`config.mk`:
```
export PLATFORM = sky130hd
export DESIGN_NAME = sdram_timing_size_config
export DESIGN_NICKNAME = d
export VERILOG_FILES = /design/src/core/sdram_cfg_pkg.sv /design/src/core/sdram_timing_size_config.sv
export VERILOG_INCLUDE_DIRS = /design/src /design/src/core
export SDC_FILE = /design/constraint.sdc
export NUM_CORES = 1
export LEC_CHECK = 0
export BUFFER_PORTS_ARGS = -buffer_cell sky130_fd_sc_hd__buf_2
export CAP_MARGIN = 10
export CORE_ASPECT_RATIO = 1.25
export CORE_MARGIN = 2
export CORE_UTILIZATION = 58
export CTS_BUF_LIST = sky130_fd_sc_hd__clkbuf_16
export DETAILED_ROUTE_END_ITERATION = 7
export PLACE_DENSITY_LB_ADDON = 0.15
export SETUP_SLACK_MARGIN = 0.5
export SYNTH_ARGS = -nofsm -noshare
export SYNTH_HDL_FRONTEND = slang
export SYNTH_SLANG_ARGS = --single-unit
```
`constraint.sdc`:
```
create_clock -name clock -period 3.55 [get_ports clock]
set_input_delay 0.355 -clock clock [delete_from_list [all_inputs] [get_ports clock]]
set_output_delay 0.355 -clock clock [all_outputs]
set_load 0.005 [all_outputs]
```
`src/core/sdram_cfg_consts.svh`:
```
// constants for the sdram timing and block size configuration
`ifndef SDRAM_CFG_CONSTS_SVH
`define SDRAM_CFG_CONSTS_SVH

// timing word field positions (little-endian bit numbers of the 32-bit word)
`define TRC_LSB        24
`define CL3_BIT        28
`define TRAS_LSB       20
`define TRP_BIT        12
`define TRCD_BIT       8

// power-up values: slowest settings
`define TRC_RESET      3'h3
`define TRAS_RESET     2'h3
`define TRP_RESET      1'h1
`define TRCD_RESET     1'h1
`define CL3_RESET      1'h1
`define TIMING_RESET   32'h1330_1100

// block register layouts
`define SIZE_LSB       0
`define ENABLE_BIT     7
`define SIZE_RESET     8'h00
`define BASE_RESET     8'h00

// clock offsets of the timing codes
`define TRAS_BASE_CLKS 4'h4
`define TRP_BASE_CLKS  4'h2
`define TRCD_BASE_CLKS 4'h2
`define TRC_WRAP_CLKS  4'h8
`define TRC_MAX_CLKS   4'hB

// read data latency in clocks
`define CL_SHORT       2
`define CL_LONG        3

`endif

```
`src/core/sdram_cfg_pkg.sv`:
```
// types shared by the sdram timing and size configuration block
package sdram_cfg_pkg;

	// decoded minimum timings, in bus clocks
	typedef struct packed {
		logic [3:0] act_clks;
		logic [3:0] pre_clks;
		logic [3:0] rcd_clks;
		logic [3:0] rc_clks;
		logic       cas_latency_three;
	} timing_t;

	// processor-side access request
	typedef struct packed {
		logic [31:0] addr;
		logic        read_cmd;
	} mem_req_t;

	// translated sdram address
	typedef struct packed {
		logic [12:0] row;
		logic [1:0]  bank;
		logic [9:0]  col;
	} sdram_addr_t;

endpackage

```
`src/core/sdram_timing_size_config.sv`:
```
// timing attributes, per-block size/base/enable, decode and translation
// Notes on behaviour
// - one shared 32-bit timing word
// - per-block 8-bit size/enable and base registers
// - timing resets to slowest supported settings
// - every block size clears at reset
// - size drives hit decode and row/column mapping
// - non-zero size blocks join enabled scrubbing
// - two-bit active code: 4 to 7 clocks
// - precharge bit: 2 or 3 clocks
// - activate-to-access bit: 2 or 3 clocks
// - row-cycle code wraps 6,7,8..11 clocks
`timescale 1ns/10ps
`include "sdram_cfg_consts.svh"

module sdram_timing_size_config #(
	parameter int NUM_BLOCKS = 8
) (
	// clock and reset
	input  wire logic                              clock,
	input  wire logic                              rst_b,
	// timing word write and readback
	input  wire logic                              timing_wr,
	input  wire logic [31:0]                       timing_wdata,
	output logic [31:0]                            timing_word,
	output sdram_cfg_pkg::timing_t                 timing,
	// block register writes
	input  wire logic                              blk_size_wr,
	input  wire logic                              blk_base_wr,
	input  wire logic [2:0]                        blk_index,
	input  wire logic [7:0]                        blk_wdata,
	output logic [NUM_BLOCKS-1:0][7:0]             blk_size_en,
	output logic [NUM_BLOCKS-1:0][7:0]             blk_base,
	// processor access and decode result
	input  wire sdram_cfg_pkg::mem_req_t           req,
	output logic [NUM_BLOCKS-1:0]                  blk_hit,
	output sdram_cfg_pkg::sdram_addr_t             xlate,
	output logic                                   read_data_strobe,
	// scrubbing
	input  wire logic                              scrub_enable,
	output logic [NUM_BLOCKS-1:0]                  scrub_member
);
	import sdram_cfg_pkg::*;

	////////////////////////////////////////////////////////////////////////////
	// elaboration checks

	// block index port is three bits, so no more than eight blocks
	if (NUM_BLOCKS < 1 || NUM_BLOCKS > 8) begin : g_bad_blocks
		$error("NUM_BLOCKS must lie between 1 and 8");
	end

	////////////////////////////////////////////////////////////////////////////
	// state

	typedef struct packed {
		logic [31:0]                  timing_word;  // shared timing word
		timing_t                      timing;       // decoded clocks
		logic [NUM_BLOCKS-1:0][7:0]   size_en;      // enable and size code
		logic [NUM_BLOCKS-1:0][7:0]   base;         // base address bits 31:24
		logic [NUM_BLOCKS-1:0]        hit;          // decode result
		sdram_addr_t                  xlate;        // translated address
		logic [1:0]                   rd_pipe;      // read command delay line
		logic                         rd_strobe;    // read data valid
		logic [NUM_BLOCKS-1:0]        scrub;        // scrub participation
	} state_t;

	state_t state_q;
	state_t state_d;

	////////////////////////////////////////////////////////////////////////////
	// helpers

	// log2 of block size in bytes for each size code; zero means absent
	function automatic logic [4:0] size_log2(input logic [3:0] code);
		case (code)
			4'h1:                 size_log2 = 5'h19;
			4'h2, 4'h3:           size_log2 = 5'h1A;
			4'h4, 4'h5, 4'h6:     size_log2 = 5'h1B;
			4'h7, 4'h8:           size_log2 = 5'h1C;
			4'h9:                 size_log2 = 5'h1D;
			default:              size_log2 = 5'h00;
		endcase
	endfunction

	// column bits from the device width implied by the size code
	function automatic logic [3:0] col_bits(input logic [3:0] code);
		case (code)
			4'h1, 4'h3, 4'h6:     col_bits = 4'h8;  // x16 parts
			4'h2, 4'h5, 4'h8:     col_bits = 4'h9;  // x8 parts
			default:              col_bits = 4'hA;  // x4 parts
		endcase
	endfunction

	// decode the timing word into clock counts
	function automatic timing_t decode_timing(input logic [31:0] w);
		timing_t     t;
		logic [2:0]  rc;
		rc = w[`TRC_LSB +: 3];
		t.act_clks = `TRAS_BASE_CLKS + {2'h0, w[`TRAS_LSB +: 2]};
		t.pre_clks = `TRP_BASE_CLKS + {3'h0, w[`TRP_BIT]};
		t.rcd_clks = `TRCD_BASE_CLKS + {3'h0, w[`TRCD_BIT]};
		// codes 6 and 7 stand for themselves, 0..3 wrap to 8..11
		if (rc >= 3'h6) begin
			t.rc_clks = {1'b0, rc};
		end else if (rc <= 3'h3) begin
			t.rc_clks = `TRC_WRAP_CLKS + {1'b0, rc};
		end else begin
			// illegal codes fall back to the longest row cycle
			t.rc_clks = `TRC_MAX_CLKS;
		end
		t.cas_latency_three = w[`CL3_BIT];
		decode_timing = t;
	endfunction

	////////////////////////////////////////////////////////////////////////////
	// next state

	always_comb begin
		logic [4:0]  lg;
		logic [7:0]  mask;
		logic [3:0]  cb;
		logic [31:0] sh;
		logic        found;
		lg = 5'h00;
		mask = 8'h00;
		cb = 4'h0;
		sh = 32'h0000_0000;
		found = 1'b0;
		state_d = state_q;

		// shared timing word, one register for all blocks
		if (timing_wr) begin
			state_d.timing_word = timing_wdata;
		end
		state_d.timing = decode_timing(state_d.timing_word);

		// per-block registers; an index past the last block is ignored
		if (32'(blk_index) < NUM_BLOCKS) begin
			if (blk_size_wr) begin
				state_d.size_en[blk_index] = blk_wdata;
			end
			if (blk_base_wr) begin
				state_d.base[blk_index] = blk_wdata;
			end
		end

		// address decode and translation from the programmed sizes
		state_d.xlate = '0;
		for (int i = 0; i < NUM_BLOCKS; i++) begin
			lg = size_log2(state_q.size_en[i][`SIZE_LSB +: 4]);
			// mask out base bits that fall inside the block
			mask = (lg == 5'h00) ? 8'h00 : 8'(8'hFF << (lg - 5'h18));
			state_d.hit[i] = state_q.size_en[i][`ENABLE_BIT] && (lg != 5'h00)
				&& ((req.addr[31:24] & mask) == (state_q.base[i] & mask));
			// first hitting block wins; overlap is a software fault
			if (state_d.hit[i] && !found) begin
				found = 1'b1;
				cb = col_bits(state_q.size_en[i][`SIZE_LSB +: 4]);
				sh = req.addr >> 3;  // eight bytes per location
				state_d.xlate.col = 10'(sh & ((32'h1 << cb) - 32'h1));
				sh = sh >> cb;
				state_d.xlate.bank = sh[1:0];
				state_d.xlate.row = 13'(sh >> 2);
			end
			// only blocks with a non-zero size are scrubbed
			state_d.scrub[i] = scrub_enable && (state_q.size_en[i][`SIZE_LSB +: 4] != 4'h0);
		end

		// read data timing from the latency choice
		state_d.rd_pipe = {state_q.rd_pipe[0], req.read_cmd};
		state_d.rd_strobe = state_q.timing.cas_latency_three ? state_q.rd_pipe[1] : state_q.rd_pipe[0];
	end

	////////////////////////////////////////////////////////////////////////////
	// registers

	// slowest timings at reset so sdram works before real timings are known
	always_ff @(posedge clock or negedge rst_b) begin
		if (!rst_b) begin
			state_q <= '0;
			state_q.timing_word <= `TIMING_RESET;
			state_q.timing.act_clks <= `TRAS_BASE_CLKS + {2'h0, `TRAS_RESET};
			state_q.timing.pre_clks <= `TRP_BASE_CLKS + {3'h0, `TRP_RESET};
			state_q.timing.rcd_clks <= `TRCD_BASE_CLKS + {3'h0, `TRCD_RESET};
			state_q.timing.rc_clks <= `TRC_WRAP_CLKS + {1'b0, `TRC_RESET};
			state_q.timing.cas_latency_three <= `CL3_RESET;
			state_q.size_en <= {NUM_BLOCKS{`SIZE_RESET}};
			state_q.base <= {NUM_BLOCKS{`BASE_RESET}};
		end else begin
			state_q <= state_d;
		end
	end

	////////////////////////////////////////////////////////////////////////////
	// outputs, straight from the state flops

	assign timing_word      = state_q.timing_word;
	assign timing           = state_q.timing;
	assign blk_size_en      = state_q.size_en;
	assign blk_base         = state_q.base;
	assign blk_hit          = state_q.hit;
	assign xlate            = state_q.xlate;
	assign read_data_strobe = state_q.rd_strobe;
	assign scrub_member     = state_q.scrub;

endmodule

```
## Word level (Yosys, flattened, before mapping)

Memory sizes are Yosys's and may differ from the RTL's.
Cells that the tools add are included.

| operators by class | value |
|---|---|
| equality and inequality tests | 56 |
| mux-type cells | 47 |
| $add $sub $neg | 20 |
| divide/modulo/power cells | 0 |
| order comparisons | 4 |
| reductions and logical operators | 79 |
| bitwise gates (word level) | 24 |
| shifts and indexed selects | 24 |
| multiply operators | 0 |

Operators by type and width:

| kind | number |
|---|---|
| $shr 29x4->15 | 8 |
| $mux 25 | 8 |
| $and 8x8->8 | 16 |
| $bwmux 64 | 2 |
| $and 10x10->10 | 8 |
| $shl 1x4->10 const A | 8 |
| $sub 10x1->10 const B | 8 |
| $mux 8 | 9 |
| $eq 4x2->1 const B | 16 |
| $eq 4x3->1 const B | 16 |
| $eq 8x8->1 | 8 |
| $shl 8x5->8 const A | 8 |
| $reduce_or 3->1 | 16 |
| $logic_not 5->1 | 8 |
| $mux 4 | 10 |
| $reduce_bool 5->1 | 8 |
| $sub 5x5->5 const B | 8 |
| $eq 4x1->1 const B | 8 |
| $eq 4x4->1 const B | 8 |
| $logic_and 1x1->1 | 32 |
| $pmux 2 s2 | 8 |
| $reduce_bool 4->1 | 8 |
| $mux 29 | 1 |
| $demux 8 s3 | 1 |
| other kinds (9) | 23 |

| word-level totals | value |
|---|---|
| memories kept | 8 |
| bits in registers | 219 |
| logic and storage cells | 292 |
| input bits | 82 |
| output and inout bits | 219 |
| bits in writable memories | 0 |
| ROM bits | 640 |
| latch bits | 0 |

Memory list:

| memory | words | bits a word | read ports | clocked after Yosys merged registers in | write ports | RTL line | RTL |
|---|---|---|---|---|---|---|---|
| (name not given) | 16 | 5 | 1 | 0 | 0 | sdram_timing_size_config.sv:76 | `case (code)` |
| (name not given) | 16 | 5 | 1 | 0 | 0 | sdram_timing_size_config.sv:76 |  |
| (name not given) | 16 | 5 | 1 | 0 | 0 | sdram_timing_size_config.sv:76 |  |
| (name not given) | 16 | 5 | 1 | 0 | 0 | sdram_timing_size_config.sv:76 |  |
| (name not given) | 16 | 5 | 1 | 0 | 0 | sdram_timing_size_config.sv:76 |  |
| (name not given) | 16 | 5 | 1 | 0 | 0 | sdram_timing_size_config.sv:76 |  |
| 2 more memories | -- | -- | -- | -- | -- | -- |  |

## Depth between registers and ports, before layout

An unclocked memory read counts as a cell.

| depth | value |
|---|---|
| depth in word-level cells | 33 |
| gate-level depth with buffers | 12 |
| gate-level depth less buffers | 9 |

## Worst setup path before layout

No wires, ideal clock.

| timing | value |
|---|---|
| path kind | register to register |
| start | register state_q, in the netlist blk_size_en[17] |
| end | register state_q, in the netlist xlate[12] |
| required time | 3,430 ps |
| period minus slack after synthesis | 2,272 ps |
| path buffers | 2 |
| arrival time | 2,152 ps |
| setup slack | 1,278 ps |
| library setup time | 120 ps |
| stages on the path, launching flop included | 12 |
| cell sequence | dfrtp_1 buf_4 or2_2 o211ai_1 a2111o_2 inv_4 a31oi_4 nand2_4 nor2_4 buf_4 nand3_1 a31o_1 |

RTL lines:

| item | RTL line | RTL |
|---|---|---|
| start, declared | sdram_timing_size_config.sv:68 | `state_t state_q;` |
| start signal, assigned | sdram_timing_size_config.sv:191 | `state_q <= state_d;` |

==> reports/qor.json <==
{
  "route": {
    "drt_wirelength_um": 37000,
    "vias": 10600,
    "detail_route.iter0.violations": 1049,
    "drc": 0,
    "vias_per_cell": 6.18,
    "detail_route.wl_per_cell_um": 21.5,
    "post_detailed_route_count_of_antenna_violating_nets": 0,
    "drt_pass1_iterations": 6
  },
  "setup_path": {
    "timing.critical_path.fanout_max": 12,
    "worstSetupStartpointType": "register",
    "crit_arrival_ns": 3.26,
    "worst_path_max_delay_cell": "sky130_fd_sc_hd__dfrtp_1",
    "criticalPathCategory": "reg -> reg",
    "element_type_at_the_critical_path_end": "register",
    "crit_chain": "and4b_1 -> a211oi_1 -> a2111o_2 -> inv_4 -> a31oi_4 -> nand4_1 -> o22a_1 -> o21ai_0 -> o22ai_1",
    "cp_data_required_time_ns": 3.93,
    "critPathMaxStageDelay_ns": 0.55
  },
  "synth": {
    "yosys_warnings": 0,
    "synth_simple_gate_area_share_pct": 9.63,
    "synth-compound-area-share_pct": 18.8,
    "largest_family_of_logic_cells_by_synthesized_area": "compound AO/OA/AOI/OAI gates",
    "synth_xor_xnor_area_share_pct": 3.92,
    "synth-edff-count": 0,
    "synth_ff_type": "sky130_fd_sc_hd__dfrtp_1",
    "mapped_cells": 1401,
    "synth.mux.area_fraction_pct": 13.3,
    "yosysUniqueCellTypes": 89,
    "synthArstFlopShare_pct": 100,
    "synth_seq_cells": 208,
    "share_of_synthesized_area_occupied_by_flip_flops_and_latches_pct": 37.8,
    "syn-mean-instance-area_um2": 9.86,
    "synth.area.top_cells": "sky130_fd_sc_hd__dfrtp_1, sky130_fd_sc_hd__mux2_2, sky130_fd_sc_hd__buf_4",
    "synth.cell_area_mm2": 0.0138,
    "synthAdderAreaFrac_pct": 0,
    "yosys_top_cell_by_area": "sky130_fd_sc_hd__dfrtp_1",
    "yosysTopAreaCellShare_pct": 35.9
  },
  "run": {
    "drv_cap": 0
  },
  "floorplan": {
    "dieArea_mm2": 0.0251,
    "core_region_area_mm2": 0.0236,
    "fp.dieH_um": 177,
    "ioPinCount": 301,
    "initial_utilization_pct": 58.6,
    "die_x_um": 142,
    "placement_row_count": 63
  },
  "clock_network": {
    "numClockSinks": 208,
    "buffer_levels_on_the_longest_clock_path": 3,
    "cts_root_buf": "sky130_fd_sc_hd__clkbuf_16",
    "cts_htree_levels": 1,
    "clock_tree_from_tritoncts": "yes",
    "insertion_delay_of_the_later_clocked_pin_in_the_worst_skew_pair_ns": 0.51,
    "tritoncts.num_buffers": 21,
    "path_clk_slew_ns": 0.06
  },
  "placed_design": {
    "gp_congestion": 0.942,
    "dp.cells": 1681,
    "detailed_place_hpwl_um": 25500,
    "io_buffer_count": 289
  },
  "timing": {
    "worst_slew_pin_slew_ns": 1.28,
    "maximum_achievable_frequency_mhz": 346,
    "unrepaired_setup_endpoints_after_global_routing": "false",
    "slew_headroom_pct": 14.5,
    "fin_worst_skew_ns": 0.00669,
    "timing.final.setup_violations": 0,
    "final_worst_path_period_need_ns": 2.89,
    "layout_worst_path_cycle_share_pct": 81.3,
    "timing.final.hold_violations": 0,
    "drv_slew": 0,
    "setup_tns_ns": 0
  },
  "finish": {
    "area.sequential_mm2": 0.00522,
    "syn_to_final_growth_pct": 4.05,
    "final_util_pct": 61.0,
    "drive_above_1_share_pct": 39.7,
    "nets": 1496,
    "fill_cells": 2024,
    "stdcell_count": 1722,
    "multiInputGateArea_mm2": 0.00636
  },
  "global_route": {
    "gr-total-overflow": 0,
    "grt.total_usage_pct": 28.8,
    "grt_start_max_net_pins": 96,
    "antenna_found_initial": 3,
    "grt_pass1_vias": 9915,
    "global_route_wire_length_before_repair_um": 56900
  },
  "pwr": {
    "power.static_leakage_nw": 6.47,
    "power_density_mw_per_mm2": 579,
    "ir_worst_vdd_mv": 0.448
  },
  "outcome": {
    "run_status": "finished, final reports clean"
  },
  "hold_path": {
    "min_path_type": "in -> reg"
  }
}
[routing by layer]
layer	vias to the layer above	GRT usage (%)	wire (um)
met1	5221	36.0	14500
met2	501	47.7	17800
met3	99	6.67	3040
li1	4824	-	-
met5	-	0	14
met4	2	12.8	1640
[worst paths after layout]
check,startpoint,end,slack [ns],cells after the start
max reg2reg,blk_size_en[19]$_DFFE_PN0P_,xlate[16]$_DFF_PN0_,0.66,9
min reg2reg,state_d[10]$_DFF_PN0_,state_q[10]$_DFF_PN0_,0.38,0
max in group asynchronous,rst_b,timing_word[8]$_DFFE_PN1P_,2.21,3
min in group asynchronous,rst_b,blk_size_en[60]$_DFFE_PN0P_,0.48,2
min,req[8],xlate[4]$_DFF_PN0_,0.05,2
max,blk_size_en[19]$_DFFE_PN0P_,xlate[16]$_DFF_PN0_,0.66,9
[power by group]
group	leakage, nW	switching, W	internal [W]
combinational	3.61	0.00163	0.00141
sequential	2.53	0.000465	0.00281
clock	0.324	0.000935	0.00108
total	6.47	0.00303	0.00530
[critical path, delay by kind of cell (launching register included)]
family | cells | cell delay (ns)
flip-flops | 1 | 0.55
AO/OA/AOI/OAI | 6 | 1.41
AND/OR/NAND/NOR | 2 | 0.68
buffers and inverters | 1 | 0.11
[synth_stat cells, types with 3 or more instances]
cell,number
sky130_fd_sc_hd__a211oi_1,12
sky130_fd_sc_hd__a21o_1,10
sky130_fd_sc_hd__a21oi_1,95
sky130_fd_sc_hd__a221o_1,3
sky130_fd_sc_hd__a22o_1,63
sky130_fd_sc_hd__a22oi_1,50
sky130_fd_sc_hd__a31oi_1,5
sky130_fd_sc_hd__and2_1,8
sky130_fd_sc_hd__and3_1,3
sky130_fd_sc_hd__buf_2,22
sky130_fd_sc_hd__buf_4,230
sky130_fd_sc_hd__buf_6,6
sky130_fd_sc_hd__clkbuf_1,80
sky130_fd_sc_hd__dfrtp_1,198
sky130_fd_sc_hd__dfstp_2,10
sky130_fd_sc_hd__inv_1,8
sky130_fd_sc_hd__mux2_2,161
sky130_fd_sc_hd__nand2_1,79
sky130_fd_sc_hd__nand2b_1,12
sky130_fd_sc_hd__nand3_1,21
sky130_fd_sc_hd__nand3b_1,10
sky130_fd_sc_hd__nand4_1,6
sky130_fd_sc_hd__nand4bb_1,3
sky130_fd_sc_hd__nor2_1,56
sky130_fd_sc_hd__nor2_4,3
sky130_fd_sc_hd__nor2b_1,6
sky130_fd_sc_hd__nor3_1,12
sky130_fd_sc_hd__nor3_2,3
sky130_fd_sc_hd__nor3b_1,3
sky130_fd_sc_hd__o211ai_1,10
sky130_fd_sc_hd__o21ai_0,32
sky130_fd_sc_hd__o21ai_1,5
sky130_fd_sc_hd__o22a_1,6
sky130_fd_sc_hd__o22ai_1,33
sky130_fd_sc_hd__o31ai_1,3
sky130_fd_sc_hd__o31ai_2,3
sky130_fd_sc_hd__o41a_1,7
sky130_fd_sc_hd__xnor2_1,45
sky130_fd_sc_hd__xor2_1,15
[stage by stage]
| stage | total power [W] | setup WS (ns) | instance area, um^2 | hold WS, ns |
|---|---|---|---|---|
| floorplan | 0.00578 | 1.28 | 13800 | 0.0594 |
| global placement | 0.00624 | 0.486 | 13700 | 0.362 |
| detailed placement | 0.00631 | 0.444 | 13700 | 0.377 |
| CTS | 0.00835 | 0.625 | 14300 | 0.0318 |
| global route | 0.00880 | 0.533 | 14400 | 0.0491 |
| finish | 0.00833 | 0.663 | 14400 | 0.0515 |
[flip-flops by register name (all words and copies together) (netlist names), 4 cells and up]
signal / count
timing: 4
xlate: 25
blk_size_en: 64
blk_hit: 8
blk_base: 64
scrub_member: 8
timing_word: 32
[timing repair]
item / CTS / global route
gates resized for setup: 0 / 8
hold endpoints to repair: 94 / 0
endpoints found under the setup margin: 0 / 12
buffers inserted: 0 / 0
hold buffers: 2 / 0
[kinds of logic after synthesis]
| kind of cell | count (synthesis) |
|---|---|
| buf+inv | 353 |
| xor+xnor | 61 |
| simple gates | 250 |
| flops | 208 |
| mux | 163 |
| compound gates | 364 |
| other cells | 2 |
[layout by cell type, fill, tap and decap left out, types with 15 or more instances in the layout]
cell type	Yosys	routed
sky130_fd_sc_hd__nand3_1	21	20
sky130_fd_sc_hd__o22ai_1	33	33
sky130_fd_sc_hd__nand2_1	79	77
sky130_fd_sc_hd__o21ai_0	32	32
sky130_fd_sc_hd__a22o_1	63	63
sky130_fd_sc_hd__buf_2	22	288
sky130_fd_sc_hd__a21oi_1	95	95
sky130_fd_sc_hd__nor2_1	56	56
sky130_fd_sc_hd__xnor2_1	45	45
sky130_fd_sc_hd__clkbuf_16	0	21
sky130_fd_sc_hd__dfrtp_1	198	197
sky130_fd_sc_hd__xor2_1	15	15
sky130_fd_sc_hd__buf_4	230	34
sky130_fd_sc_hd__mux2_2	161	161
sky130_fd_sc_hd__a22oi_1	50	50
[layout make-up]
| cell class | instances | area share (%) |
|---|---|---|
| clock inverters | 17 | 0.635 |
| diodes | 1 | 0.0174 |
| multi-input cells | 846 | 44.3 |
| well taps | 292 | 2.54 |
| repair buffers | 327 | 12.3 |
| inverters | 10 | 0.278 |
| clock buffers | 21 | 3.65 |
| flip-flops and latches | 208 | 36.3 |
(Power assumes the default switching activity.)
